$ cat src/hw/eipu_pkg.sv
/*
 * Package for the external interrupt priority unit: register indices,
 * bit positions, reset values and the source numbering.
 * Assumes an APB slave where the byte address is four times the index.
 */
package eipu_pkg;
    localparam int ADDR_W = 12;
    localparam int IDX_W = 10;
    localparam int NUM_SRC = 11;
    localparam int NUM_PER = 5;

    // Register indices; byte address is index times four
    localparam logic [IDX_W-1:0] IDX_EXT01_CONTROL = 10'h088;
    localparam logic [IDX_W-1:0] IDX_FIRST_ENABLE = 10'h0A8;
    localparam logic [IDX_W-1:0] IDX_PRIORITY_LOW = 10'h0A9;
    localparam logic [IDX_W-1:0] IDX_SECOND_ENABLE = 10'h0B8;
    localparam logic [IDX_W-1:0] IDX_PRIORITY_HIGH = 10'h0B9;
    localparam logic [IDX_W-1:0] IDX_REQUEST_FLAGS = 10'h0C0;
    localparam logic [IDX_W-1:0] IDX_EDGE_POLARITY = 10'h0C8;
    localparam logic [IDX_W-1:0] IDX_SOURCE_FLAGS = 10'h0D0;
    localparam logic [IDX_W-1:0] IDX_SOURCE_MASK = 10'h0D1;
    localparam logic [IDX_W-1:0] IDX_UIO_ROUTE = 10'h0D2;
    localparam logic [IDX_W-1:0] IDX_UIO_POLARITY = 10'h0D3;
    localparam logic [IDX_W-1:0] IDX_SERVICE_STATUS = 10'h0D4;

    // Bit positions
    localparam int BIT_GLOBAL_ALLOW = 7;
    localparam int BIT_EXT0_ALLOW = 0;
    localparam int BIT_EXT1_ALLOW = 2;
    localparam int BIT_EXT0_TYPE = 0;
    localparam int BIT_EXT0_PEND = 1;
    localparam int BIT_EXT1_TYPE = 2;
    localparam int BIT_EXT1_PEND = 3;
    localparam int BIT_EXT3_RISING = 6;
    localparam int BIT_EXT2_RISING = 5;

    // Reset values
    localparam logic [7:0] RST_ENABLE = 8'h00;
    localparam logic [7:0] RST_PRIORITY = 8'h00;
    localparam logic [7:0] RST_FLAGS = 8'h00;
    localparam logic [7:0] RST_CONTROL = 8'h00;
    localparam logic [7:0] RST_UIO = 8'h00;

    // Source numbers, in polling order
    localparam logic [3:0] SRC_EXT0 = 4'h0;
    localparam logic [3:0] SRC_SER1 = 4'h1;
    localparam logic [3:0] SRC_TMR0 = 4'h2;
    localparam logic [3:0] SRC_EXT2 = 4'h3;
    localparam logic [3:0] SRC_EXT1 = 4'h4;
    localparam logic [3:0] SRC_EXT3 = 4'h5;
    localparam logic [3:0] SRC_TMR1 = 4'h6;
    localparam logic [3:0] SRC_EXT4 = 4'h7;
    localparam logic [3:0] SRC_SER0 = 4'h8;
    localparam logic [3:0] SRC_EXT5 = 4'h9;
    localparam logic [3:0] SRC_EXT6 = 4'hA;
endpackage

$ cat src/hw/eipu_top.sv
/*
 * External interrupt priority unit: pin and peripheral request capture,
 * request flags, enables, four-level priority with in-service tracking.
 * Assumes one clock, an APB master, and a core that pulses irq_ack and
 * irq_return for one cycle each.
 */
// What this block does
// - Edge control bit 6 selects ext3 edge: 0 falling, 1 rising.
// - Edge control bit 5 selects ext2 edge: 0 falling, 1 rising.
// - Request flags register holds ext6..ext2 pending in bits 5..1.
// - Multi-source lines OR masked per-source flags kept outside core registers.
// - Eight user I/O pins drive ext0 (high) and ext1 (low) with polarity.
// - Ext2 and ext3 come from dedicated pins with programmable edge.
// - Sources of ext4, ext5, ext6 become rising edges for the core.
// - Interrupt taken only when enabled; flag recorded regardless.
// - Flags set on request and cleared when the core enters service, except level-mode ext0/ext1 flags, which follow the line.
// - Smart card to ext4, keypad to ext5, bus/fault/comparator to ext6.
// - Reading the per-source flag register clears the flags read.
// - An ext0 request can wake the stopped processor.
// - Six priority groups pair sources as listed; ext6 stands alone in the sixth.
// - Group x priority from bit x of both priority registers.
// - High register bit is the upper bit of a four-level code.
// - Equal-level simultaneous requests resolved by fixed polling order.
// - Bit 6 of the low priority register has no priority effect.
// - Global allow bit 7 of first enable register blocks all core requests when 0; wake is not blocked.
// - Ext0/ext1 type bit: 1 edge, 0 level; falling edge and low level when the user pin polarity bit is 0.
// - Only a strictly higher level preempts a running service.
`timescale 1ns/1ps
`default_nettype none
module eipu_top #(
    parameter int NUM_UIO = 8
) (
    input wire logic clk,
    input wire logic nrst,
    input wire logic psel,
    input wire logic penable,
    input wire logic pwrite,
    input wire logic [eipu_pkg::ADDR_W-1:0] paddr,
    input wire logic [31:0] pwdata,
    output logic [31:0] prdata,
    output logic pready,
    output logic pslverr,
    input wire logic [NUM_UIO-1:0] user_io_pins,
    input wire logic dedicated_irq_pin_a,
    input wire logic dedicated_irq_pin_b,
    input wire logic smart_card_event,
    input wire logic keypad_event,
    input wire logic serial_bus_event,
    input wire logic supply_fault_event,
    input wire logic comparator_event,
    input wire logic core_timer0_req,
    input wire logic core_timer1_req,
    input wire logic core_serial0_req,
    input wire logic core_serial1_req,
    input wire logic irq_ack,
    input wire logic irq_return,
    output logic irq_request,
    output logic [3:0] irq_source,
    output logic [1:0] irq_level,
    output logic wake_request
);
    import eipu_pkg::*;

    localparam int NPIN = NUM_UIO + 2;

    logic [7:0] first_enable_register, second_enable_register, priority_low_bits;
    logic [7:0] priority_high_bits, edge_polarity_control, wbyte, read_value;
    logic ext0_trigger_type, ext1_trigger_type, ext0_pending, ext1_pending;
    logic wake_capable_irq_prev, int1_prev, wake_capable_irq_line, int1_line, ext2_event, ext3_event;
    logic access, wr, rd, global_allow, best_found, busy, eligible, take, mapped;
    logic [6:2] ext_pending_hi, hi_set, hi_clr;
    logic [6:4] line_prev, line_now;
    logic [NUM_PER-1:0] source_flags, source_mask, per_prev, per_now, per_rise;
    logic [NUM_UIO-1:0] uio_route, uio_polarity, uio_now;
    logic [NPIN-1:0] sync1, sync2, sync3, pin_filt, pin_prev;
    logic [3:0] in_service, best_idx;
    logic [1:0] best_lvl, cur_lvl;
    logic [IDX_W-1:0] idx;
    logic [NUM_SRC-1:0] req;

    // Level of a source from its group; only bits 5..0 are looked at
    function automatic logic [1:0] src_level(input logic [3:0] src);
        logic [2:0] grp;
        grp = src[3:1];
        src_level = {priority_high_bits[grp], priority_low_bits[grp]};
    endfunction

    function automatic logic is_reg(input logic [IDX_W-1:0] a, input logic [IDX_W-1:0] r);
        is_reg = (a == r);
    endfunction

    assign idx = paddr[ADDR_W-1:2];
    assign access = psel & penable & pready;
    assign wr = access & pwrite;
    assign rd = access & ~pwrite;
    assign wbyte = pwdata[7:0];
    assign global_allow = first_enable_register[BIT_GLOBAL_ALLOW];

    // Pin synchronisers; a change counts once stages two and three agree
    always_ff @(posedge clk or negedge nrst) begin
        if (!nrst) begin
            sync1 <= '0;
            sync2 <= '0;
            sync3 <= '0;
            pin_filt <= '0;
            pin_prev <= '0;
        end else begin
            sync1 <= {dedicated_irq_pin_b, dedicated_irq_pin_a, user_io_pins};
            sync2 <= sync1;
            sync3 <= sync2;
            pin_filt <= (pin_filt & (sync2 ^ sync3)) | (sync3 & ~(sync2 ^ sync3));
            pin_prev <= pin_filt;
        end
    end

    // User pins: polarity bit 1 means the pin is active high
    assign uio_now = ~(pin_filt[NUM_UIO-1:0] ^ uio_polarity);
    assign wake_capable_irq_line = |(uio_now & uio_route);
    assign int1_line = |(uio_now & ~uio_route);

    // Dedicated pins with selectable transition
    assign ext2_event = edge_polarity_control[BIT_EXT2_RISING] ?
        (pin_filt[NUM_UIO] & ~pin_prev[NUM_UIO]) :
        (~pin_filt[NUM_UIO] & pin_prev[NUM_UIO]);
    assign ext3_event = edge_polarity_control[BIT_EXT3_RISING] ?
        (pin_filt[NUM_UIO+1] & ~pin_prev[NUM_UIO+1]) :
        (~pin_filt[NUM_UIO+1] & pin_prev[NUM_UIO+1]);

    // Peripheral sources, same clock domain
    assign per_now = {comparator_event, supply_fault_event, serial_bus_event,
                      keypad_event, smart_card_event};
    assign per_rise = per_now & ~per_prev;
    assign line_now[4] = source_flags[0];
    assign line_now[5] = source_flags[1];
    assign line_now[6] = |source_flags[4:2];

    always_ff @(posedge clk or negedge nrst) begin
        if (!nrst) begin
            per_prev <= '0;
            line_prev <= '0;
            wake_capable_irq_prev <= 1'b0;
            int1_prev <= 1'b0;
        end else begin
            per_prev <= per_now;
            line_prev <= line_now;
            wake_capable_irq_prev <= wake_capable_irq_line;
            int1_prev <= int1_line;
        end
    end

    // Per-source flags; only the bits handed out on a read are cleared,
    // so an event landing between the data capture and the clear survives
    always_ff @(posedge clk or negedge nrst) begin
        if (!nrst) begin
            source_flags <= RST_FLAGS[NUM_PER-1:0];
        end else if (rd && is_reg(idx, IDX_SOURCE_FLAGS)) begin
            source_flags <= (per_rise & source_mask) | (source_flags & ~prdata[NUM_PER-1:0]);
        end else begin
            source_flags <= (per_rise & source_mask) | source_flags;
        end
    end

    // Acknowledged source clears its own flag
    assign take = irq_ack & irq_request;

    assign hi_set[2] = ext2_event;
    assign hi_set[3] = ext3_event;
    assign hi_set[6:4] = line_now & ~line_prev;
    assign hi_clr[2] = take && irq_source == SRC_EXT2;
    assign hi_clr[3] = take && irq_source == SRC_EXT3;
    assign hi_clr[4] = take && irq_source == SRC_EXT4;
    assign hi_clr[5] = take && irq_source == SRC_EXT5;
    assign hi_clr[6] = take && irq_source == SRC_EXT6;

    // Request flags: a hardware set wins over a clear or a write
    always_ff @(posedge clk or negedge nrst) begin
        if (!nrst) begin
            ext_pending_hi <= RST_FLAGS[6:2];
        end else if (wr && is_reg(idx, IDX_REQUEST_FLAGS)) begin
            ext_pending_hi <= hi_set | wbyte[5:1];
        end else begin
            ext_pending_hi <= hi_set | (ext_pending_hi & ~hi_clr);
        end
    end

    // Ext0/ext1: edge mode sets on assertion, level mode follows the line
    always_ff @(posedge clk or negedge nrst) begin
        if (!nrst) begin
            ext0_pending <= 1'b0;
            ext1_pending <= 1'b0;
        end else begin
            if (!ext0_trigger_type) begin
                ext0_pending <= wake_capable_irq_line;
            end else if (wake_capable_irq_line && !wake_capable_irq_prev) begin
                ext0_pending <= 1'b1;
            end else if (wr && is_reg(idx, IDX_EXT01_CONTROL)) begin
                ext0_pending <= wbyte[BIT_EXT0_PEND];
            end else if (take && irq_source == SRC_EXT0) begin
                ext0_pending <= 1'b0;
            end
            if (!ext1_trigger_type) begin
                ext1_pending <= int1_line;
            end else if (int1_line && !int1_prev) begin
                ext1_pending <= 1'b1;
            end else if (wr && is_reg(idx, IDX_EXT01_CONTROL)) begin
                ext1_pending <= wbyte[BIT_EXT1_PEND];
            end else if (take && irq_source == SRC_EXT1) begin
                ext1_pending <= 1'b0;
            end
        end
    end

    // Software-written configuration
    always_ff @(posedge clk or negedge nrst) begin
        if (!nrst) begin
            first_enable_register <= RST_ENABLE;
            second_enable_register <= RST_ENABLE;
            priority_low_bits <= RST_PRIORITY;
            priority_high_bits <= RST_PRIORITY;
            edge_polarity_control <= RST_CONTROL;
            ext0_trigger_type <= 1'b0;
            ext1_trigger_type <= 1'b0;
            source_mask <= RST_UIO[NUM_PER-1:0];
            uio_route <= '0;
            uio_polarity <= '0;
        end else if (wr) begin
            if (is_reg(idx, IDX_FIRST_ENABLE)) begin
                first_enable_register <= wbyte;
            end
            if (is_reg(idx, IDX_SECOND_ENABLE)) begin
                second_enable_register <= wbyte;
            end
            if (is_reg(idx, IDX_PRIORITY_LOW)) begin
                priority_low_bits <= wbyte;
            end
            if (is_reg(idx, IDX_PRIORITY_HIGH)) begin
                priority_high_bits <= wbyte;
            end
            if (is_reg(idx, IDX_EDGE_POLARITY)) begin
                edge_polarity_control <= wbyte & 8'h60;
            end
            if (is_reg(idx, IDX_EXT01_CONTROL)) begin
                ext0_trigger_type <= wbyte[BIT_EXT0_TYPE];
                ext1_trigger_type <= wbyte[BIT_EXT1_TYPE];
            end
            if (is_reg(idx, IDX_SOURCE_MASK)) begin
                source_mask <= wbyte[NUM_PER-1:0];
            end
            if (is_reg(idx, IDX_UIO_ROUTE)) begin
                uio_route <= pwdata[NUM_UIO-1:0];
            end
            if (is_reg(idx, IDX_UIO_POLARITY)) begin
                uio_polarity <= pwdata[NUM_UIO-1:0];
            end
        end
    end

    // Enabled requests; core-side sources are enabled inside the core
    always_comb begin
        req = '0;
        req[SRC_EXT0] = ext0_pending & first_enable_register[BIT_EXT0_ALLOW];
        req[SRC_EXT1] = ext1_pending & first_enable_register[BIT_EXT1_ALLOW];
        req[SRC_EXT2] = ext_pending_hi[2] & second_enable_register[1];
        req[SRC_EXT3] = ext_pending_hi[3] & second_enable_register[2];
        req[SRC_EXT4] = ext_pending_hi[4] & second_enable_register[3];
        req[SRC_EXT5] = ext_pending_hi[5] & second_enable_register[4];
        req[SRC_EXT6] = ext_pending_hi[6] & second_enable_register[5];
        req[SRC_TMR0] = core_timer0_req;
        req[SRC_TMR1] = core_timer1_req;
        req[SRC_SER0] = core_serial0_req;
        req[SRC_SER1] = core_serial1_req;
        req = req & {NUM_SRC{global_allow}};
    end

    // Highest level wins; strict compare keeps the earlier polled source
    always_comb begin
        best_found = 1'b0;
        best_idx = 4'h0;
        best_lvl = 2'b00;
        for (int i = 0; i < NUM_SRC; i++) begin
            if (req[i] && (!best_found || src_level(4'(i)) > best_lvl)) begin
                best_found = 1'b1;
                best_idx = 4'(i);
                best_lvl = src_level(4'(i));
            end
        end
    end

    assign busy = |in_service;
    assign cur_lvl = in_service[3] ? 2'd3 : in_service[2] ? 2'd2 :
                     in_service[1] ? 2'd1 : 2'd0;
    assign eligible = best_found && (!busy || best_lvl > cur_lvl);

    // Request to the core; dropped on the ack cycle so stale state never repeats
    always_ff @(posedge clk or negedge nrst) begin
        if (!nrst) begin
            irq_request <= 1'b0;
            irq_source <= 4'h0;
            irq_level <= 2'b00;
        end else begin
            irq_request <= eligible & ~take;
            irq_source <= best_idx;
            irq_level <= best_lvl;
        end
    end

    // In-service levels: return retires the highest, ack marks a new one
    always_ff @(posedge clk or negedge nrst) begin
        if (!nrst) begin
            in_service <= 4'h0;
        end else begin
            in_service <= (in_service & ~((irq_return && busy) ? (4'h1 << cur_lvl) : 4'h0))
                          | (take ? (4'h1 << irq_level) : 4'h0);
        end
    end

    // Wake works with the core stopped, so no global allow here
    always_ff @(posedge clk or negedge nrst) begin
        if (!nrst) begin
            wake_request <= 1'b0;
        end else begin
            wake_request <= ext0_pending & first_enable_register[BIT_EXT0_ALLOW];
        end
    end

    // Read mux
    always_comb begin
        read_value = 8'h00;
        mapped = 1'b1;
        case (idx)
            IDX_FIRST_ENABLE: read_value = first_enable_register;
            IDX_SECOND_ENABLE: read_value = second_enable_register;
            IDX_PRIORITY_LOW: read_value = priority_low_bits;
            IDX_PRIORITY_HIGH: read_value = priority_high_bits;
            IDX_EDGE_POLARITY: read_value = edge_polarity_control;
            IDX_REQUEST_FLAGS: read_value = {2'b00, ext_pending_hi, 1'b0};
            IDX_EXT01_CONTROL: read_value = {4'h0, ext1_pending, ext1_trigger_type,
                                             ext0_pending, ext0_trigger_type};
            IDX_SOURCE_FLAGS: read_value = 8'(source_flags);
            IDX_SOURCE_MASK: read_value = 8'(source_mask);
            IDX_UIO_ROUTE: read_value = 8'(uio_route);
            IDX_UIO_POLARITY: read_value = 8'(uio_polarity);
            IDX_SERVICE_STATUS: read_value = {in_service, 4'h0};
            default: mapped = 1'b0;
        endcase
    end

    // APB answer one cycle into the access phase, data held from a flop
    always_ff @(posedge clk or negedge nrst) begin
        if (!nrst) begin
            pready <= 1'b0;
            pslverr <= 1'b0;
            prdata <= 32'h00000000;
        end else begin
            pready <= psel & penable & ~pready;
            pslverr <= psel & penable & ~pready & ~mapped;
            if (psel && penable && !pready) begin
                prdata <= {24'h000000, read_value};
            end
        end
    end
endmodule
`default_nettype wire

$ cat config.mk
export PLATFORM = sky130hd
export DESIGN_NAME = eipu_top
export DESIGN_NICKNAME = d
export VERILOG_FILES = /design/src/hw/eipu_pkg.sv /design/src/hw/eipu_top.sv
export SDC_FILE = /design/constraint.sdc
export NUM_CORES = 1
export LEC_CHECK = 0
export BUFFER_PORTS_ARGS = -buffer_cell sky130_fd_sc_hd__buf_2
export CAP_MARGIN = 10
export CORE_AREA = 10 10 142 144
export CTS_CLUSTER_SIZE = 25
export DETAILED_ROUTE_END_ITERATION = 7
export DIE_AREA = 0 0 152 154
export MAX_ROUTING_LAYER = met4
export PLACE_DENSITY = 0.62
export SETUP_SLACK_MARGIN = 0.15
export SKIP_CTS_REPAIR_TIMING = 1
export SLEW_MARGIN = 20
export SYNTH_ARGS = -nofsm -noshare
export SYNTH_HDL_FRONTEND = slang
export SYNTH_SLANG_ARGS = --single-unit
$ cat constraint.sdc
create_clock -name clk -period 13.95 [get_ports clk]
set_input_delay 2.79 -clock clk [delete_from_list [all_inputs] [get_ports clk]]
set_output_delay 2.79 -clock clk [all_outputs]
set_load 0.01 [all_outputs]
======== Word-level counts from Yosys, hierarchy flattened ========
Cells that the tools add are included.
storage, ports and cells
  register bits after elaboration ......... 151
  latch bits .............................. 0
  RAM bits ................................ 0
  ROM bits ................................ 0
  bits of input ports ..................... 70
  word-level logic and storage cells ...... 235
  memories kept ........................... 0
cells by class
  $add $sub $neg .......................... 0
  $mul .................................... 0
  divide/modulo/power cells ............... 0
  order comparisons ....................... 11
  eq/ne operators ......................... 20
  shifts and indexed selects .............. 2
  muxes and demuxes ....................... 51
  bitwise logic cells ..................... 54
  reductions and logical operators ........ 66
operators by type and width
  operator             number
  $eq 10x8->1 const B  12
  $pmux 8 s12          1
  $mux 4               8
  $mux 2               15
  $logic_and 1x1->1    26
  $mux 1               24
  $gt 2x2->1           11
  $and 10x10->10       2
  $and 5x5->5          4
  $or 5x5->5           4
  $and 1x1->1          19
  $reduce_and 2->1     9
  $and 8x8->8          2
  $not 8->8            2
  $reduce_or 8->1      2
  $not 5->5            3
  $logic_not 1->1      14
  $eq 4x3->1 const B   3
  $reduce_or 12->1     1
  $and 11x11->11       1
  $logic_or 1x1->1     11
  $mux 5               2
  $not 10->10          1
  $or 10x10->10        1
  other kinds (16)     26

======== Longest topological paths before layout ========
  depth after elaboration ................. 47
  depth in mapped cells ................... 62
  mapped depth without buffers ............ 60

======== Worst setup path after synthesis ========
OpenSTA, ideal clock, no wires.
  path type ............................... input -> register
  start ................................... input port core_serial1_req
  end ..................................... register irq_request
  library setup time ...................... 136 ps
  arrival time ............................ 13143 ps
  data required time ...................... 13814 ps
  path slack .............................. 671 ps
  stages .................................. 60
  buffers on the path ..................... 0
  cells stage by stage .................... a21oi_4 nor2_1 ha_1 nor2_1 a211oi_1 nor2_1 mux2_2 ha_1 o211ai_1 a31oi_1 o22ai_1 mux2_2 ha_1 nor2_1 nand2_1 a211oi_2 nor2_1 a21oi_1 [24 not listed] mux2_4 ha_1 nor3_1 nand2_1 nand3_2 mux2_2 ha_1 nand2_1 o21ai_0 a21oi_1 nor2_1 a211oi_1 ha_1 inv_1 a21oi_1 a21oi_1 o21ai_0 a31oi_1
between the ends
  cells in the longest elaborated chain, start to end .. 43
ends and longest elaborated chain
  item                                           line             source
  start: declaration                             eipu_top.sv:54   input wire logic core_serial1_req,
  $and 11x11->11 *                               eipu_top.sv:272  req = req & {NUM_SRC{global_allow}};
  $logic_and 1x1->1 *                            eipu_top.sv:281  if (req[i] && (!best_found || src_level(4'(i)) > best_lvl)) begin
  $mux 2 or $mux 1 (tied branches)               eipu_top.sv:281
  $gt 2x2->1 or $logic_not 1->1 (tied branches)  eipu_top.sv:281
  $logic_or 1x1->1                               eipu_top.sv:281
  $logic_and 1x1->1                              eipu_top.sv:281
  $mux 2 or $mux 1 (tied branches)               eipu_top.sv:281
  $gt 2x2->1 or $logic_not 1->1 (tied branches)  eipu_top.sv:281
  [27 not listed]                                -
  $gt 2x2->1 or $logic_not 1->1 (tied branches)  eipu_top.sv:281
  $logic_or 1x1->1                               eipu_top.sv:281
  $logic_and 1x1->1                              eipu_top.sv:281
  $mux 2                                         eipu_top.sv:281
  $gt 2x2->1                                     eipu_top.sv:292  assign eligible = best_found && (!busy || best_lvl > cur_lvl);
  $logic_or 1x1->1                               eipu_top.sv:292
  $logic_and 1x1->1 *                            eipu_top.sv:292
  $and 1x1->1 *                                  eipu_top.sv:301  irq_request <= eligible & ~take;
  end signal: assignment                         eipu_top.sv:301
  end: declaration                               eipu_top.sv:57   output logic irq_request,
Mark *: on every way between the ends. The rest lies on a longest branch, timed or not.
A chain may end at the register's enable or synchronous reset.

======== Worst setup path after layout ========
  start ................................... input port core_serial1_req
  end ..................................... register irq_request
between the ends
  cells in the longest elaborated chain, start to end .. 43
ends and longest elaborated chain
  item                                           line             source
  $and 11x11->11 *                               eipu_top.sv:272
  $logic_and 1x1->1 *                            eipu_top.sv:281
  $mux 2 or $mux 1 (tied branches)               eipu_top.sv:281
  $gt 2x2->1 or $logic_not 1->1 (tied branches)  eipu_top.sv:281
  $logic_or 1x1->1                               eipu_top.sv:281
  $logic_and 1x1->1                              eipu_top.sv:281
  $mux 2 or $mux 1 (tied branches)               eipu_top.sv:281
  $gt 2x2->1 or $logic_not 1->1 (tied branches)  eipu_top.sv:281
  [28 not listed]                                -
  $logic_or 1x1->1                               eipu_top.sv:281
  $logic_and 1x1->1                              eipu_top.sv:281
  $mux 2 *                                       eipu_top.sv:281
  via best_lvl[1]                                eipu_top.sv:77   logic [1:0] best_lvl, cur_lvl;
  $gt 2x2->1 *                                   eipu_top.sv:292
  $logic_or 1x1->1 *                             eipu_top.sv:292
  $logic_and 1x1->1 *                            eipu_top.sv:292
  $and 1x1->1 *                                  eipu_top.sv:301
Mark *: on every way through the listed nets, which the timed path passes. The rest lies on a longest branch.

==> impl_metrics.ini <==
[critical_path]
cp_common_cell = ha_1
start_kind = primary input
regToRegStartpoint = first_enable_register[7]
slowest_delay_ps = 360
slowest_stage = mux2_2
crit_buf_inv = 2
required_ps = 14230
path_class = in2reg
cp-end-kind = flip-flop
arrival_ps = 13580
critical_path.max_fanout = 6
critical_path.top_delay_family = compound AO/OA/AOI/OAI gates
critPathLaunch = core_serial1_req

[clock_tree]
cts_max_path_buffers = 2
clkLatencyLatePin_ps = 420
clkTransAtPathRegs_ps = 70
cts_max_level = 4
cts.sinks = 143
cts_tree = done
numCtsBuffers = 17
root_buffer = clkbuf_16

[sta]
finalHoldViolations = 0
whs_ps = 348
fmax_mhz = 75.2
max_slew_margin_pct = 31.0
worst_slack_ps = 650
finalSetupViolCount = 0
rsz0062_at_grt = false
finalCriticalPeriod_ps = 13300
final_max_slew_viol_count = 0
finalCritPeriodShare_pct = 95.3
tightest_slew_ps = 1030
finClkSkew_ps = 10.0

[layout]
layout-drive-gt1-share_pct = 26.5
diodes = 0
fill_cells = 1625
final_nets = 778
final_cell_area_um2 = 8020
area_delta_synth_final_pct = 17.8

[synth]
syn_avg_cell_area_um2 = 11.0
synth_cell_types = 74
netlist_area_um2 = 6810
synth-main-ff-cell = dfrtp_1
synthArstFlopShare_pct = 100
synth_edf_count = 0
netlist_instances = 617
yosys_warnings = 0
yosysSeqAreaShare_pct = 52.5
ys_seq_elements = 143

[floorplanning]
io_pins = 112
num_rows = 48
dieArea_um2 = 23400
start_util_pct = 39.6
die_w_um = 152
die_h_um = 154
placeableCoreArea_um2 = 17200

[route]
wl_um = 18400
drc = 0
ant_nets = 0
initialDrtViolationCount = 412
viasPerCell = 5.60
wire_per_inst_um = 19.7
firstDrtPassIters = 5
vias = 5232

[power]
p_total_mw = 0.922
peakVddDrop_mv = 0.108
powerDensity_nw_per_um2 = 115
leakagePower_nw = 3.63

[run_status]
outcome = complete, no violations

[global_route]
antenna_found_initial = 0
grt_pass1_vias = 5303
grt_max_degree = 77
use_met3_pct = 4.55
grt_most_used_layer = met2
track_usage_pct = 15.9
grt_util_met1_pct = 19.7
overflow = 0
met2_usage_pct = 24.3
grt_pass1_wl_um = 29200

[flow_run]
cap_viol_max_count = 0

[placed_design]
io_buffers = 61
gp_routability_congestion = 0.919
placed_area_um2 = 7350
dpl.hpwl_um = 13600
dpl_worst_slack_ps = -206

[hold_path]
holdCritStartpoint = sync1[8]
hp-class = reg2reg
per-layer routing:
metal | share of wire, % | vias to the layer above
met3 | 7.1 | 31
met1 | 43 | 2606
met2 | 47 | 192
li1 | - | 2403
met4 | 2.3 | 0
met5 | 0 | -
logic make-up (layout without fill, tap and decap cells):
group	Yosys count	after routing	synth area share (%)
XOR/XNOR	8	8	1.03
AND/OR/NAND/NOR	178	178	13.1
adder cells (fa/ha/maj)	22	22	3.67
buffers and inverters	69	138	5.14
AO/OA/AOI/OAI	145	145	15.9
flip-flops	143	143	52.5
multiplexers	51	51	8.51
other	1	24	0.0551
cell usage after synthesis, types with 8 or more instances:
library cell | number | share of area, %
a21oi_1 | 15 | 1.1
a222oi_1 | 8 | 1.2
a22oi_1 | 12 | 1.3
buf_4 | 24 | 2.6
clkbuf_1 | 10 | 0.55
dfrtp_1 | 143 | 53
ha_1 | 12 | 2.2
inv_1 | 32 | 1.8
maj3_1 | 10 | 1.5
mux2_2 | 47 | 7.8
nand2_1 | 76 | 4.2
nand3_1 | 9 | 0.66
nand4_1 | 11 | 1.0
nor2_1 | 23 | 1.3
nor3_1 | 14 | 1.0
o21ai_0 | 35 | 2.6
xnor2_1 | 8 | 1.0
report_power, final:
part	switching (mW)	internal [mW]	total (mW)
Combinational	0.0278	0.0138	0.0417
Sequential	0.00621	0.425	0.431
Clock	0.195	0.254	0.449
per-stage QoR:
stage               util (%)  setup TNS [ps]  instances
global placement        42.8               0        900
floorplan                  -               0        640
detailed placement      42.8            -206        900
finish                  46.7               0        934
global route            46.7               0        934
CTS                     46.2               0        932
sequential cells by signal, summed over array words and instances, names as in the netlist, 3 cells and up, named ones only:
| register | flops |
|---|---|
| line_prev | 3 |
| in_service | 4 |
| priority_high_bits | 8 |
| uio_route | 8 |
| priority_low_bits | 8 |
| per_prev | 5 |
| source_flags | 5 |
| second_enable_register | 8 |
| prdata | 8 |
| ext_pending_hi | 5 |
| source_mask | 5 |
| sync2 | 10 |
| irq_source | 4 |
| uio_polarity | 8 |
| first_enable_register | 8 |
| sync3 | 10 |
| sync1 | 10 |
path summary, 6_finish.rpt:
check	end	slack, ps	depth (start not counted)
worst max-delay path	irq_request	650	60
worst min-delay path	sync2[8]	350	0
worst max register to register	irq_request	2270	59
worst min register to register	sync2[8]	350	0
max in group asynchronous	first_enable_register[5]	10180	2
min in group asynchronous	in_service[1]	2350	1
placed cells by master (no fill, tap or decap), types with 4 or more instances in the layout:
master     instances
a21oi_1           15
dfrtp_1          143
a22o_1             6
nor2b_1            4
nand4_1           11
and3_1             4
buf_4             13
nor2_1            19
clkbuf_16         17
inv_8              4
a21o_1             6
nand2b_1           4
nor2_2             5
nor3_2             4
a222oi_1           8
conb_1            24
inv_6              6
mux2_2            46
ha_1              12
inv_1             32
nor3_1            12
nand3_1            9
o21ai_0           31
a22oi_1           12
maj3_1            10
or3_1              5
nand2_1           75
a32o_1             4
xnor2_1            8
buf_2             60
a221oi_1           6
o21ai_1            6
nand3b_1           4
a211oi_1           4
cell type report:
class / count / area [um^2] / area share (%)
multi-input combinational: 428 / 3040 / 37.9
clock inverter: 15 / 164 / 2.04
timing repair buffer: 74 / 409 / 5.10
tap: 225 / 282 / 3.51
sequential: 143 / 3580 / 44.6
inverter: 32 / 120 / 1.50
clock buffer: 17 / 425 / 5.30
(Power assumes the default switching activity.)
